==> src/hdl/host_port_params.svh <==
`ifndef HOST_PORT_PARAMS_SVH
`define HOST_PORT_PARAMS_SVH

// Register indices; byte address is four times the index
`define IDX_DATA_LATCH     8'h08
`define IDX_STROBE_DATA    8'h09
`define IDX_IRQ_FLAGS      8'h0c
`define IDX_DATA_DIR       8'h88
`define IDX_CTRL_STATUS    8'h89
`define IDX_IRQ_ENABLES    8'h8c
`define IDX_ANALOG_CFG     8'h9f

// Control/status, irq flag and analog config field positions
`define BIT_IN_FULL        7
`define BIT_OUT_FULL       6
`define BIT_IN_OVF         5
`define BIT_MODE           4
`define BIT_HOST_IRQ       7
`define BIT_ADFM           7

// Reset values
`define RST_CTRL_DIR       3'h7
`define RST_DATA_DIR       8'hff
`define RST_LATCH          8'h00

// Phases of the four-phase cycle, counted 0..3 from reset
`define PHASE_TWO          2'h1
`define PHASE_FOUR         2'h3

// Analog select pattern on bits 2:1 that leaves the strobe pins digital
`define STROBE_DIGITAL_SEL 2'h3

`endif

==> src/hdl/host_port_pkg.sv <==
`default_nettype none
package host_port_pkg;

  typedef struct packed {
    logic [10:0] sync1;
    logic [10:0] sync2;
    logic [7:0]  out_latch;
    logic [7:0]  in_latch;
    logic        in_full;
    logic        out_full;
    logic        in_ovf;
    logic        mode;
    logic [2:0]  re_dir;
    logic [7:0]  data_dir;
    logic        irq_flag;
    logic [6:0]  flags_other;
    logic        irq_en;
    logic [6:0]  enables_other;
    logic        adfm;
    logic [3:0]  pcfg;
    logic        wr_act;
    logic        rd_act;
    logic        pend;
    logic        pend_wr;
    logic        seen_two;
    logic [1:0]  phase;
    logic        dph_wr;
    logic [7:0]  dph_idx;
    logic [31:0] hrdata;
  } state_t;

endpackage
`default_nettype wire

==> src/hdl/parallel_slave_host_port.sv <==
// The implementer's own choice: the AHB-Lite interface to the registers.
`include "host_port_params.svh"
`default_nettype none

module parallel_slave_host_port
  import host_port_pkg::*;
(
  // Clock, reset, enable
  input  wire logic        ref_clk_i,
  input  wire logic        rst_i,
  input  wire logic        ce_i,
  // AHB-Lite slave
  input  wire logic        hsel_i,
  input  wire logic [31:0] haddr_i,
  input  wire logic [1:0]  htrans_i,
  input  wire logic        hwrite_i,
  input  wire logic [2:0]  hsize_i,
  input  wire logic [31:0] hwdata_i,
  input  wire logic        hready_i,
  output logic      [31:0] hrdata_o,
  output logic             hreadyout_o,
  output logic             hresp_o,
  // Parallel data pins
  input  wire logic [7:0]  data_pin_i,
  output logic      [7:0]  data_pin_o,
  output logic      [7:0]  data_pin_oe_o,
  // Strobe pins
  input  wire logic        read_strobe_pin_n_i,
  input  wire logic        write_strobe_pin_n_i,
  input  wire logic        chip_select_pin_n_i,
  // Interrupt request
  output logic             host_port_irq_o
);
  import host_port_pkg::*;

  state_t s_q;
  state_t s_d;

  ////////////////////////////////////////////////////////////////////////////
  // Register index map; the byte address is four times the index
  //
  //   0x08  data latch: write output latch, read input latch (pins outside host mode)
  //   0x09  strobe pin data, bits 2:0, zero while analog
  //   0x0c  irq flags, bit 7 host port
  //   0x88  data direction, used only outside host mode
  //   0x89  control/status: 7 input full, 6 output full,
  //         5 overflow, 4 host select, 2:0 strobe directions
  //   0x8c  irq enables, bit 7 host port
  //   0x9f  analog config: 7 result format, 3:0 select field
  //
  // Unmapped or misaligned accesses read zero and write nothing.
  //

  ////////////////////////////////////////////////////////////////////////////

  logic        sel;
  logic        wr_now;
  logic        rd_now;
  logic [7:0]  din;
  logic [2:0]  re_pins;
  logic        re_digital;
  logic        take;
  logic        hit;
  logic [7:0]  idx;
  logic [7:0]  rd_val;
  logic [7:0]  wd;

  // Decode of the register bus and the host strobes
  logic        fw_rd;
  logic        fw_rd_data;
  logic        fw_wr;
  logic        wr_data;
  logic        wr_flags;
  logic        wr_ddir;
  logic        wr_ctrl;
  logic        wr_irq_en;
  logic        wr_acfg;
  logic        wr_end;
  logic        rd_start;
  logic        rd_end;
  logic        at_phase_two;
  logic        at_phase_four;
  logic [7:0]  ctrl_val;

  ////////////////////////////////////////////////////////////////////////////
  // Host access timing, in enabled clock cycles
  //
  //   pins low    -> seen two edges later through the synchroniser
  //   seen low    -> read drive starts on the next edge
  //   seen high   -> completion pending on the next edge
  //   pending     -> flags set at phase four after the next phase two,
  //                  three to six cycles later
  //
  // Limitation: strobes held for less than one cycle may be missed,
  // and a second access that ends while one is pending shares its flag
  // update. The trade keeps the block free of long counters.
  //
  // While ce_i is low nothing advances, so a host access that starts and
  // ends in a frozen stretch is lost; the register bus stalls instead.
  //

  always_comb begin
    s_d        = s_q;

    // Host strobes after the synchroniser; select gates both
    sel        = ~s_q.sync2[10];
    din        = s_q.sync2[7:0];
    wr_now     = s_q.mode & sel & ~s_q.sync2[9];
    rd_now     = s_q.mode & sel & ~s_q.sync2[8];

    // Strobe pins read back only while configured digital
    re_digital = (s_q.pcfg[2:1] == `STROBE_DIGITAL_SEL);
    re_pins    = re_digital ? s_q.sync2[10:8] : 3'h0;

    // Bus address phase
    take       = hsel_i & htrans_i[1] & hready_i & ce_i;
    hit        = (haddr_i[31:10] == 22'h0) & (haddr_i[1:0] == 2'h0);
    idx        = haddr_i[9:2];
    wd         = hwdata_i[7:0];

    // Pins pass two flops before anything looks at them
    s_d.sync1 = {chip_select_pin_n_i, write_strobe_pin_n_i,
                 read_strobe_pin_n_i, data_pin_i};
    s_d.sync2 = s_q.sync1;

    //////////////////////////////////////////////////////////////////////////
    // Strobe edges, seen only after synchronisation

    wr_end   = s_q.wr_act & ~wr_now;
    rd_start = rd_now & ~s_q.rd_act;
    rd_end   = s_q.rd_act & ~rd_now;

    // Phase counter decode
    at_phase_two  = (s_q.phase == `PHASE_TWO);
    at_phase_four = (s_q.phase == `PHASE_FOUR);

    //////////////////////////////////////////////////////////////////////////
    // Register bus decode

    fw_rd      = take & ~hwrite_i;
    // Only a host-mode read of the data latch has a side effect
    fw_rd_data = fw_rd & hit & (idx == `IDX_DATA_LATCH) & s_q.mode;

    // Data phase strobes, one per writable register
    fw_wr      = s_q.dph_wr & ce_i;
    wr_data    = fw_wr & (s_q.dph_idx == `IDX_DATA_LATCH);
    wr_flags   = fw_wr & (s_q.dph_idx == `IDX_IRQ_FLAGS);
    wr_ddir    = fw_wr & (s_q.dph_idx == `IDX_DATA_DIR);
    wr_ctrl    = fw_wr & (s_q.dph_idx == `IDX_CTRL_STATUS);
    wr_irq_en  = fw_wr & (s_q.dph_idx == `IDX_IRQ_ENABLES);
    wr_acfg    = fw_wr & (s_q.dph_idx == `IDX_ANALOG_CFG);

    // Unused bit three of the status byte reads zero
    ctrl_val   = {s_q.in_full, s_q.out_full, s_q.in_ovf, s_q.mode,
                  1'b0, s_q.re_dir};

    //////////////////////////////////////////////////////////////////////////
    // Read value, captured in the address phase

    rd_val = 8'h00;
    if (hit) begin
      case (idx)
        `IDX_DATA_LATCH: begin
          // Outside host mode the pins themselves are read back
          rd_val = s_q.mode ? s_q.in_latch : din;
        end
        `IDX_STROBE_DATA: begin
          rd_val = {5'h00, re_pins};
        end
        `IDX_IRQ_FLAGS: begin
          rd_val = {s_q.irq_flag, s_q.flags_other};
        end
        `IDX_DATA_DIR: begin
          rd_val = s_q.data_dir;
        end
        `IDX_CTRL_STATUS: begin
          rd_val = ctrl_val;
        end
        `IDX_IRQ_ENABLES: begin
          rd_val = {s_q.irq_en, s_q.enables_other};
        end
        `IDX_ANALOG_CFG: begin
          rd_val = {s_q.adfm, 3'h0, s_q.pcfg};
        end
        default: begin
          rd_val = 8'h00;
        end
      endcase
    end

    //////////////////////////////////////////////////////////////////////////
    // Address phase

    s_d.dph_wr  = take & hwrite_i & hit;
    s_d.dph_idx = idx;
    if (fw_rd) begin
      s_d.hrdata = {24'h000000, rd_val};
    end
    // Reading the data latch frees it for the next host write
    if (fw_rd_data) begin
      s_d.in_full = 1'b0;
    end

    //////////////////////////////////////////////////////////////////////////
    // Data phase writes; hardware sets further down win over these

    if (wr_data) begin
      s_d.out_latch = wd;
      if (s_q.mode) begin
        s_d.out_full = 1'b1;
      end
    end

    if (wr_flags) begin
      s_d.irq_flag    = wd[`BIT_HOST_IRQ];
      s_d.flags_other = wd[6:0];
    end

    if (wr_ddir) begin
      s_d.data_dir = wd;
    end

    if (wr_ctrl) begin
      // Full flags are status only; writes to them are dropped
      s_d.in_ovf = wd[`BIT_IN_OVF];
      s_d.mode   = wd[`BIT_MODE];
      s_d.re_dir = wd[2:0];
    end

    if (wr_irq_en) begin
      s_d.irq_en        = wd[7];
      s_d.enables_other = wd[6:0];
    end

    if (wr_acfg) begin
      s_d.adfm = wd[`BIT_ADFM];
      s_d.pcfg = wd[3:0];
    end

    //////////////////////////////////////////////////////////////////////////
    // Host side tracking

    s_d.phase  = s_q.phase + 2'h1;
    s_d.wr_act = wr_now;
    s_d.rd_act = rd_now;
    // Latch follows the bus while the write lasts; the last byte wins
    if (wr_now) begin
      s_d.in_latch = din;
    end
    // A read start beats a firmware reload in the same cycle
    if (rd_start) begin
      s_d.out_full = 1'b0;
    end

    //////////////////////////////////////////////////////////////////////////
    // Completion lands on phase four after the next phase two

    if (s_q.pend) begin
      if (at_phase_two) begin
        s_d.seen_two = 1'b1;
      end
      if (s_q.seen_two & at_phase_four) begin
        s_d.irq_flag = 1'b1;
        if (s_q.pend_wr) begin
          s_d.in_full = 1'b1;
          if (s_q.in_full) begin
            s_d.in_ovf = 1'b1;
          end
        end
        s_d.pend     = 1'b0;
        s_d.pend_wr  = 1'b0;
        s_d.seen_two = 1'b0;
      end
    end
    // A new end while one is pending merges into the same flag update
    if (wr_end) begin
      s_d.pend    = 1'b1;
      s_d.pend_wr = 1'b1;
    end
    if (rd_end) begin
      s_d.pend = 1'b1;
    end

    // Leaving host mode drops both full flags, never the overflow
    if (~s_q.mode) begin
      s_d.in_full  = 1'b0;
      s_d.out_full = 1'b0;
    end
  end

  ////////////////////////////////////////////////////////////////////////////

  always_ff @(posedge ref_clk_i or posedge rst_i) begin
    if (rst_i) begin
      // Strobes and data idle high so no false edge follows reset
      s_q.sync1         <= 11'h7ff;
      s_q.sync2         <= 11'h7ff;
      s_q.out_latch     <= `RST_LATCH;
      s_q.in_latch      <= `RST_LATCH;
      s_q.in_full       <= 1'b0;
      s_q.out_full      <= 1'b0;
      s_q.in_ovf        <= 1'b0;
      s_q.mode          <= 1'b0;
      s_q.re_dir        <= `RST_CTRL_DIR;
      s_q.data_dir      <= `RST_DATA_DIR;
      s_q.irq_flag      <= 1'b0;
      s_q.flags_other   <= 7'h00;
      s_q.irq_en        <= 1'b0;
      s_q.enables_other <= 7'h00;
      s_q.adfm          <= 1'b0;
      s_q.pcfg          <= 4'h0;
      s_q.wr_act        <= 1'b0;
      s_q.rd_act        <= 1'b0;
      s_q.pend          <= 1'b0;
      s_q.pend_wr       <= 1'b0;
      s_q.seen_two      <= 1'b0;
      s_q.phase         <= 2'h0;
      s_q.dph_wr        <= 1'b0;
      s_q.dph_idx       <= 8'h00;
      s_q.hrdata        <= 32'h00000000;
    end else if (ce_i) begin
      s_q <= s_d;
    end
  end

  ////////////////////////////////////////////////////////////////////////////

  // Frozen clock stalls the bus rather than dropping a transfer
  assign hreadyout_o = ce_i;
  assign hresp_o     = 1'b0;
  assign hrdata_o    = s_q.hrdata;

  // Strobes alone steer the pins in host mode
  assign data_pin_o    = s_q.out_latch;
  assign data_pin_oe_o = s_q.mode ? {8{s_q.rd_act}}
                                  : ~s_q.data_dir;
  assign host_port_irq_o = s_q.irq_flag & s_q.irq_en;

endmodule
`default_nettype wire

==> config.mk <==
export PLATFORM = sky130hd
export DESIGN_NAME = parallel_slave_host_port
export DESIGN_NICKNAME = d
export VERILOG_FILES = /design/src/hdl/host_port_pkg.sv /design/src/hdl/parallel_slave_host_port.sv
export VERILOG_INCLUDE_DIRS = /design/src /design/src/hdl
export SDC_FILE = /design/constraint.sdc
export NUM_CORES = 1
export LEC_CHECK = 0
export BUFFER_PORTS_ARGS = -buffer_cell sky130_fd_sc_hd__buf_2
export CAP_MARGIN = 5
export CORE_AREA = 2 2 100 102
export DETAILED_ROUTE_END_ITERATION = 12
export DIE_AREA = 0 0 102 104
export PLACE_DENSITY = 0.85
export SYNTH_ARGS = -nofsm -noshare
export SYNTH_HDL_FRONTEND = slang
export SYNTH_SLANG_ARGS = --single-unit
==> constraint.sdc <==
create_clock -name ref_clk_i -period 4.25 [get_ports ref_clk_i]
set_input_delay 0.6375 -clock ref_clk_i [delete_from_list [all_inputs] [get_ports ref_clk_i]]
set_output_delay 0.6375 -clock ref_clk_i [all_outputs]
set_load 0.05 [all_outputs]
==> run_results.csv, run 1 <==
group,metric,value,unit
grt,grt_use_total,19.9,%
place,hpwl,7.67,mm
sta,period_share,70.6,%
flow_run,max-cap-violations,0,
floorplan,coreArea,0.00955,mm2
layout,layout_commonest_cell,"buf_2",
clock_tree,cts_resized,0,
drt,via_per_inst,5.62,
hold_path,min_path_type,"input pin to asynchronous set/reset pin",
critical_path,slowest_delay,740,ps
synth,ys.flop_type,"dfrtp_1",
critical_path,crit_type,"register to primary output",
place,port-buffer-count,83,
synth,syn_area_per_cell,12.2,um2
critical_path,required,3610,ps
synth,synthCells,394,
sta,finalHoldViolations,0,
drt,wl_per_cell,17.7,um
layout,diodes,0,
sta,holdWs,438,ps
critical_path,startpoint_type,"register",
clock_tree,post-cts-setup-buffers,0,
layout,syn_to_final_growth,10.2,%
floorplan,die_y,104,um
grt,grt_pass1_wl,15.9,mm
layout,fin_util,55.6,%
power,power,2.12,mW
place,dp_slack,1410,ps
sta,worst_slew_pin_slew,1150,ps
sta,slew_headroom,22.4,%
critical_path,reg2reg_slack,2170,ps
critical_path,cp-end-kind,"primary output",
layout,fin_cells,595,
grt,grt_antenna_before_repair,0,
grt,grt_max_degree,56,
power,irDropWorstVdd,0.191,mV
clock_tree,cts.reportedPaths.clkPinSlew,80,ps
grt,overflow,0,
sta,rsz0062_at_grt,"no",
synth,synth_cell_types,47,
drt,firstDrtPassIters,5,
place,dp_cells,579,
clock_tree,clock_sinks,98,
floorplan,start_util,50.5,%
critical_path,path_max_fanout,14,
synth,ys_warn_count,0,
layout,final_cell_mix,"buf_2 (83), mux2_2 (79), dfrtp_1 (65)",
layout,stdcell_area,0.00531,mm2
clock_tree,cts_tree,"built",
floorplan,fp-row-count,36,
clock_tree,numCtsBuffers,9,
clock_tree,cts-root-buf,"clkbuf_8",
drt,final_antenna_net_count,0,
place,place_congestion,0.909,
critical_path,r2r_start,"ctrl_val[4]$_DFFE_PP0P_",
clock_tree,ctsHoldBuffers,0,
synth,syn_area,0.00482,mm2
sta,fmax,333,MHz
status,outcome,"finished, final reports clean",
power,leakage,2.52,nW
critical_path,path_cells,"inv_1 > nor2_1 > a21oi_1 > buf_2",
floorplan,chipWidth,102,um
sta,tns,0,ps
critical_path,crit_start,"ctrl_val[4]$_DFFE_PP0P_",
clock_tree,insertion_delay,370,ps
floorplan,io-pin-count,137,
layout,drive_above_1_share,46.8,%
synth,yosys_register_bits,98,
drt,drtIter0Drc,238,
critical_path,slowest_stage,"dfrtp_1",
sta,finalCriticalPeriod,3000,ps
drt,drc,0,
sta,setup_viol,0,
synth,ys_seq_area_share,51.7,%
clock_tree,clock_path_buffers,2,
critical_path,path_buf_inv,2,
synth,synthArstFlopShare,100,%
power,p_per_area,399,mW/mm2
drt,num_vias,3343,
sta,fin_skew,12.9,ps
grt,grt_pass1_vias,3174,
clock_tree,cts_htree_levels,3,
sta,fin_ws,1250,ps
place,place_area,0.00512,mm2
floorplan,dieArea,0.0106,mm2
drt,wirelength,10.5,mm
critical_path,crit_family,"flip-flops",
synth,synth_edf_count,0,
critical_path,cp.arrival,2360,ps
sta,slew_viol_final,0,
layout,nNetsFinal,545,
[final cells by class]
cell class	instances	area, um2
multi-input cells	256	1990
repair buffers	86	438
clock buffers	14	163
flip-flops and latches	98	2490
well taps	133	166
clock inverters	2	35.0
fillers	817	4240
inverters	6	23.8
[path summary, 6_finish.rpt]
path / endpoint / cells past startpoint
setup reg to reg: s_q[90]$_DFFE_PP0P_ / 3
min in group ref_clk_i: hrdata_o[4]$_DFFE_PP0P_ / 2
hold reg to reg: hrdata_o[4]$_DFFE_PP0P_ / 2
max in group asynchronous: s_d[109]$_DFFE_PP1P_ / 3
setup / recovery: data_pin_oe_o[0] / 4
hold / removal: s_q[90]$_DFFE_PP0P_ / 2
[power breakdown]
| group | leakage, nW | switching [mW] | internal [mW] |
|---|---|---|---|
| combinational | 1.24 | 0.239 | 0.144 |
| clock | 0.101 | 0.299 | 0.304 |
| sequential | 1.18 | 0.0783 | 1.06 |
| total | 2.52 | 0.616 | 1.51 |
[registers in the layout (all words and copies together), names as in the netlist]
register / count
s_q: 56
data_pin_o: 8
ctrl_val: 7
din: 8
hrdata_o: 8
s_d: 11
[logic make-up (layout without fill, tap and decap cells)]
kind of cell               after synthesis  after routing  share of synthesized area [%]
DFF                                     98             98                           51.7
muxes                                   97             97                           22.2
and+or+nand+nor                         81             81                           9.60
buffers and inverters                   64            108                           8.77
AOI/OAI and AO/OA                       50             50                           6.93
adders and majority gates                2              2                          0.519
other                                    1             25                         0.0778
xor gates and xnor gates                 1              1                          0.182
[per-layer routing]
metal / share of wire [%] / vias to the layer above / routed length (um) / global-route usage [%]
met1: 42 / 1657 / 4410 / 26.1
met2: 48 / 170 / 5040 / 30.7
li1: - / 1492 / - / -
met3: 7.1 / 24 / 742 / 5.24
met4: 3.1 / 0 / 324 / 8.95
met5: 0 / - / 0 / 0
[Yosys cell counts, types with 2 or more instances]
cell type	count	area, um2
clkbuf_1	10	37.5
o31ai_1	2	15.0
dfrtp_1	65	1630
buf_4	42	315
nor4_1	10	62.6
mux2_2	79	890
nand3_1	5	25.0
nand4_1	7	43.8
and2_1	3	18.8
nor2b_1	2	12.5
o211ai_1	2	15.0
inv_1	6	22.5
mux2i_1	18	180
nand3b_1	2	15.0
o21ai_0	8	40.0
ha_1	2	25.0
buf_6	3	33.8
nor2_1	13	48.8
o22ai_1	5	31.3
nor3_1	3	15.0
o2bb2ai_1	5	43.8
a211oi_1	3	22.5
a31oi_1	2	12.5
nand4b_1	2	17.5
nor3b_2	2	25.0
nand2_1	19	71.3
a22o_1	3	26.3
and3_1	4	25.0
and4b_1	2	20.0
a21oi_1	13	65.1
a211o_1	2	17.5
a311o_1	2	20.0
buf_2	2	10.0
dfstp_2	33	867
No activity file was read; power rests on OpenSTA's default activity.
==> inputs of run 2 (changes only) <==
--- a/config.mk
+++ b/config.mk
@@ -6,12 +6,13 @@
 export SDC_FILE = /design/constraint.sdc
 export NUM_CORES = 1
 export LEC_CHECK = 0
+export ABC_AREA = 1
 export BUFFER_PORTS_ARGS = -buffer_cell sky130_fd_sc_hd__buf_2
 export CAP_MARGIN = 5
 export CORE_AREA = 2 2 100 102
 export DETAILED_ROUTE_END_ITERATION = 12
 export DIE_AREA = 0 0 102 104
-export PLACE_DENSITY = 0.85
+export PLACE_DENSITY = 0.86
 export SYNTH_ARGS = -nofsm -noshare
 export SYNTH_HDL_FRONTEND = slang
 export SYNTH_SLANG_ARGS = --single-unit
==> constraint.sdc (replaced) <==
create_clock -name ref_clk_i -period 2.85 [get_ports ref_clk_i]
set_input_delay 0.4275 -clock ref_clk_i [delete_from_list [all_inputs] [get_ports ref_clk_i]]
set_output_delay 0.4275 -clock ref_clk_i [all_outputs]
set_load 0.05 [all_outputs]
==> run_results.csv, run 2 <==
group,metric,value,unit
drt,final_antenna_net_count,0,
floorplan,dieArea,0.0106,mm2
status,outcome,"finished, final reports clean",
synth,yosysTopAreaCellShare,33.0,%
layout,layout_commonest_cell,"nand2_1",
layout,multi_input_area,0.00195,mm2
place,hpwl,8.28,mm
drt,via_per_inst,5.06,
layout,largest_register_ffs,56,
sta,worst_slew_pin_slew,600,ps
sta,slew_viol_final,0,
floorplan,io-pin-count,137,
place,port-buffer-count,83,
drt,firstDrtPassIters,5,
hold_path,min_path_type,"input pin to asynchronous set/reset pin",
floorplan,fp-row-count,36,
critical_path,crit_family,"buffers and inverters",
clock_tree,cts_resized,0,
layout,fillers,888,
drt,wl_per_cell,13.6,um
sta,tns,0,ps
layout,register_area,0.00249,mm2
synth,syn_area_per_cell,8.08,um2
layout,final_cell_mix,"nand2_1 (212), buf_2 (83), dfrtp_1 (65)",
synth,synthCells,610,
synth,yosys_register_bits,98,
synth,synth_edf_count,0,
clock_tree,ctsHoldBuffers,0,
sta,fin_skew,9.69,ps
sta,fmax,520,MHz
grt,grt_pass1_vias,3885,
power,irDropWorstVdd,0.323,mV
grt,overflow,0,
place,dp_slack,728,ps
power,p_per_area,513,mW/mm2
floorplan,start_util,51.6,%
critical_path,path_buf_inv,2,
synth,synthArstFlopShare,100,%
clock_tree,clock_path_buffers,2,
layout,syn_to_final_growth,10.8,%
grt,grt_antenna_before_repair,0,
power,leakage,2.74,nW
critical_path,slowest_delay,390,ps
sta,fin_ws,925,ps
synth,synth_cell_types,34,
synth,synth_top_cells_by_count,"nand2_1 (212), dfrtp_1 (65), o21ai_0 (63)",
synth,syn_area,0.00493,mm2
critical_path,cp.arrival,1500,ps
floorplan,chipWidth,102,um
flow_run,max-cap-violations,0,
synth,synthTopCellsByArea,"dfrtp_1 (33%), dfstp_2 (18%), nand2_1 (16%)",
critical_path,r2r_end,"s_q[84]$_DFFE_PP0P_",
critical_path,startpoint_type,"register",
clock_tree,cts_htree_levels,3,
critical_path,required,2420,ps
critical_path,crit_type,"register to primary output",
clock_tree,insertion_delay,370,ps
critical_path,r2r_cells,5,
layout,nNetsFinal,763,
clock_tree,cts-root-buf,"clkbuf_8",
critical_path,cp-end-kind,"primary output",
layout,diodes,0,
floorplan,die_y,104,um
sta,period_share,67.5,%
grt,grt_max_degree,39,
critical_path,path_max_fanout,28,
critical_path,reg2reg_slack,1060,ps
place,place_congestion,0.934,
clock_tree,clock_sinks,98,
critical_path,r2r_start,"ctrl_val[4]$_DFFE_PP0P_",
synth,ys_seq_area_share,50.6,%
grt,grt_pass1_wl,18.3,mm
layout,drive_above_1_share,23.8,%
clock_tree,cts.reportedPaths.clkPinSlew,100,ps
sta,slew_headroom,60.0,%
clock_tree,numCtsBuffers,9,
grt,grt_use_total,22.0,%
drt,drc,0,
sta,setup_viol,0,
floorplan,coreArea,0.00955,mm2
drt,num_vias,4110,
drt,drtIter0Drc,302,
sta,finalHoldViolations,0,
drt,wirelength,11.1,mm
sta,finalCriticalPeriod,1920,ps
critical_path,path_cells,"buf_4 > o21ai_0 > buf_2",
sta,rsz0062_at_grt,"no",
synth,yosysMostFrequentCell,"nand2_1",
layout,largest_register,"s_q",
clock_tree,post-cts-setup-buffers,0,
critical_path,slowest_stage,"dfrtp_1",
synth,ys.flop_type,"dfrtp_1",
clock_tree,cts_tree,"built",
synth,synth_area_leader_cell,"dfrtp_1",
synth,ys_warn_count,0,
## run 2: worst max path at each step
stage / start / end / slack (ps) / cells past startpoint
after floorplan: ctrl_val[4]$_DFFE_PP0P_ / data_pin_oe_o[0] / 620 / 3
after global placement: ce_i / s_q[59]$_DFFE_PP0P_ / 830 / 6
after detailed placement: ce_i / s_q[59]$_DFFE_PP0P_ / 730 / 6
after CTS: ctrl_val[4]$_DFFE_PP0P_ / data_pin_oe_o[4] / 910 / 3
after global routing: ctrl_val[4]$_DFFE_PP0P_ / s_q[88]$_DFFE_PP0P_ / 760 / 5
final: ctrl_val[4]$_DFFE_PP0P_ / data_pin_oe_o[4] / 930 / 3
## run 2: cell families after synthesis
logic type      count (synthesis)  synth area share (%)
simple gates                  302                  26.4
buf+inv                       107                  11.7
compound gates                 99                  10.5
flops                          98                  50.6
fa+ha+maj                       2                 0.508
xor+xnor                        1                 0.178
other cells                     1                0.0761
## run 2: final cells by class
| cell class | instances | share of cell area [%] |
|---|---|---|
| Sequential cell | 98 | 45.7 |
| Multi-Input combinational cell | 429 | 35.7 |
| Timing Repair Buffer | 88 | 8.52 |
| Inverter | 49 | 3.44 |
| Tap cell | 133 | 3.05 |
| Clock buffer | 9 | 2.27 |
| Clock inverter | 7 | 1.37 |
## run 2: metal layers
layer	GRT usage (%)	up-vias	share of wire (%)	routed length (um)
met5	0	-	0	0
met4	9.43	0	2.3	259
met3	3.70	24	6.8	753
met2	33.9	154	47	5180
met1	30.4	1924	44	4870
li1	-	2008	-	-
## run 2: per-stage QoR
stage,std cells,utilization [%],area [um2],hold slack [ps],power (mW)
after floorplan,634,-,5020,444,1.83
after global placement,797,55.1,5260,454,1.89
after detailed placement,797,55.1,5260,455,1.92
after CTS,813,57.2,5460,95.7,2.82
after global routing,813,57.2,5460,114,2.93
final,813,57.2,5460,101,2.80
## run 2: report_power, final
part | internal (mW) | leakage, nW | switching [mW]
Combinational | 0.0967 | 1.41 | 0.245
Clock | 0.414 | 0.104 | 0.494
Sequential | 1.49 | 1.23 | 0.0587
Total | 2.00 | 2.74 | 0.798
==> inputs of run 3 (changes only) <==
--- a/config.mk
+++ b/config.mk
@@ -9,10 +9,10 @@
 export ABC_AREA = 1
 export BUFFER_PORTS_ARGS = -buffer_cell sky130_fd_sc_hd__buf_2
 export CAP_MARGIN = 5
-export CORE_AREA = 2 2 100 102
+export CORE_AREA = 2 2 106 108
 export DETAILED_ROUTE_END_ITERATION = 12
-export DIE_AREA = 0 0 102 104
-export PLACE_DENSITY = 0.86
+export DIE_AREA = 0 0 108 110
+export PLACE_DENSITY = 0.81
 export SYNTH_ARGS = -nofsm -noshare
 export SYNTH_HDL_FRONTEND = slang
 export SYNTH_SLANG_ARGS = --single-unit
==> constraint.sdc (replaced) <==
create_clock -name ref_clk_i -period 1.66 [get_ports ref_clk_i]
set_input_delay 0.249 -clock ref_clk_i [delete_from_list [all_inputs] [get_ports ref_clk_i]]
set_output_delay 0.249 -clock ref_clk_i [all_outputs]
set_load 0.05 [all_outputs]
==> run_results.csv, run 3 (synthesis gave the netlist of run 2 again) <==
group,metric,value,unit
status,outcome,"finished, final reports clean",
sta,finalHoldViolations,0,
layout,final_cell_mix,"nand2_1 (211), buf_2 (75), dfrtp_1 (65)",
grt,grt_pass1_wl,18.4,mm
place,hpwl,8.16,mm
drt,wirelength,11.0,mm
drt,firstDrtPassIters,5,
place,place_area,0.00533,mm2
hold_path,hp-start,"data_pin_i[0]",
drt,num_vias,4031,
place,place_congestion,0.923,
floorplan,coreArea,0.0107,mm2
clock_tree,cts.reportedPaths.clkPinSlew,110,ps
critical_path,startpoint_type,"register",
clock_tree,cts_tree,"built",
clock_tree,cts_htree_levels,3,
power,leakage,2.82,nW
grt,grt_pass1_vias,3859,
sta,period_share,97.5,%
grt,grt_use_total,20.1,%
critical_path,crit_start,"ctrl_val[4]$_DFFE_PP0P_",
floorplan,io-pin-count,137,
sta,slew_viol_final,0,
power,irDropWorstVdd,0.496,mV
layout,largest_register,"s_q",
clock_tree,post-cts-setup-buffers,0,
layout,syn_to_final_growth,13.5,%
grt,overflow,0,
critical_path,path_max_fanout,10,
critical_path,required,1410,ps
hold_path,hold_depth,3,
hold_path,hold_end,"s_d[100]$_DFFE_PP1P_",
drt,via_per_inst,4.87,
clock_tree,clock_path_buffers,2,
floorplan,chipWidth,108,um
clock_tree,insertion_delay,370,ps
drt,final_antenna_net_count,0,
critical_path,cp.arrival,1370,ps
layout,stdcell_area,0.00559,mm2
flow_run,max-cap-violations,0,
sta,fin_skew,11.9,ps
drt,drc,0,
floorplan,start_util,46.1,%
critical_path,reg2reg_slack,170,ps
layout,fillers,1024,
sta,rsz0062_at_grt,"yes",
layout,largest_register_ffs,56,
sta,fin_ws,42.2,ps
sta,setup_viol,0,
place,dp_slack,129,ps
floorplan,fp-row-count,38,
clock_tree,cts-root-buf,"clkbuf_8",
critical_path,crit_type,"register to primary output",
drt,wl_per_cell,13.3,um
critical_path,cp-end-kind,"primary output",
floorplan,dieArea,0.0119,mm2
floorplan,die_y,110,um
layout,nNetsFinal,770,
grt,grt_antenna_before_repair,0,
clock_tree,clock_sinks,98,
sta,finalCriticalPeriod,1620,ps
layout,layout_commonest_cell,"nand2_1",
clock_tree,numCtsBuffers,9,
power,p_per_area,849,mW/mm2
place,port-buffer-count,83,
layout,drive_above_1_share,25.0,%
grt,grt_max_degree,54,
critical_path,r2r_end,"s_q[71]$_DFFE_PP1P_",
critical_path,r2r_cells,5,
hold_path,min_path_type,"input pin to register",
drt,drtIter0Drc,330,
sta,fmax,618,MHz
layout,diodes,0,
critical_path,r2r_start,"s_q[32]$_DFFE_PP0P_",
-- run 3: cell count changes in the layout (fill, tap and decap cells not counted), moves of 2 or more --
cell	change
buf_6	+6
inv_8	+2
o21ai_0	-8
o21ai_2	+3
buf_4	+7
o21ai_1	+5
buf_2	-8
-- run 3: repair_timing --
item | CTS | global route
resized for setup | 15 | 12
pin swaps | 0 | 0
setup endpoints to repair | 8 | 7
hold endpoints to repair | 3 | 0
hold buffers | 1 | 0
-- run 3: worst max-delay path by stage --
stage / slack (ps) / depth (start not counted) / to
after floorplan: -390 / 3 / data_pin_oe_o[0]
after global placement: 150 / 10 / hrdata_o[6]$_DFFE_PP0P_
after detailed placement: 130 / 10 / hrdata_o[6]$_DFFE_PP0P_
after CTS: 5 / 3 / data_pin_oe_o[3]
after global routing: -3 / 3 / data_pin_oe_o[4]
final: 40 / 3 / data_pin_oe_o[4]
-- run 3: power breakdown --
group | internal (mW) | total (mW) | switching, mW
Combinational | 0.169 | 0.580 | 0.412
Sequential | 2.56 | 2.66 | 0.0986
Clock | 0.589 | 1.51 | 0.924
Total | 3.32 | 4.75 | 1.43
-- run 3: final cells by class --
type,instances,area [um2],area share (%)
Inverter,49,188,3.36
Sequential cell,98,2490,44.6
Clock inverter,7,70.1,1.25
Timing Repair Buffer,95,576,10.3
Multi-Input combinational cell,429,1970,35.2
Tap cell,140,175,3.13
Clock buffer,9,124,2.21
-- run 3: routing by layer --
metal  global-route usage, %  wire length (um)  up-vias
met4                    8.42               323        0
met5                       0                 0        -
met2                    30.9              4970      140
met3                    4.23               625       28
met1                    27.8              5120     1832
li1                        -                 -     2031
-- run 3: critical path: stages (launching register included) --
cell,delay [ps]
dfrtp_1,410
buf_4,200
o21ai_1,200
buf_6,190
-- run 3: per-stage QoR --
| step | total power, mW | hold slack (ps) | cells | utilization (%) | setup TNS [ps] |
|---|---|---|---|---|---|
| floorplan | 3.14 | 345 | 634 | - | -3080 |
| global placement | 3.26 | 246 | 810 | 49.8 | 0 |
| detailed placement | 3.28 | 246 | 810 | 49.8 | 0 |
| CTS | 4.79 | 37.8 | 827 | 52.0 | 0 |
| global route | 4.98 | 59.3 | 827 | 52.3 | -4.70 |
| finish | 4.75 | 54.4 | 827 | 52.3 | 0 |
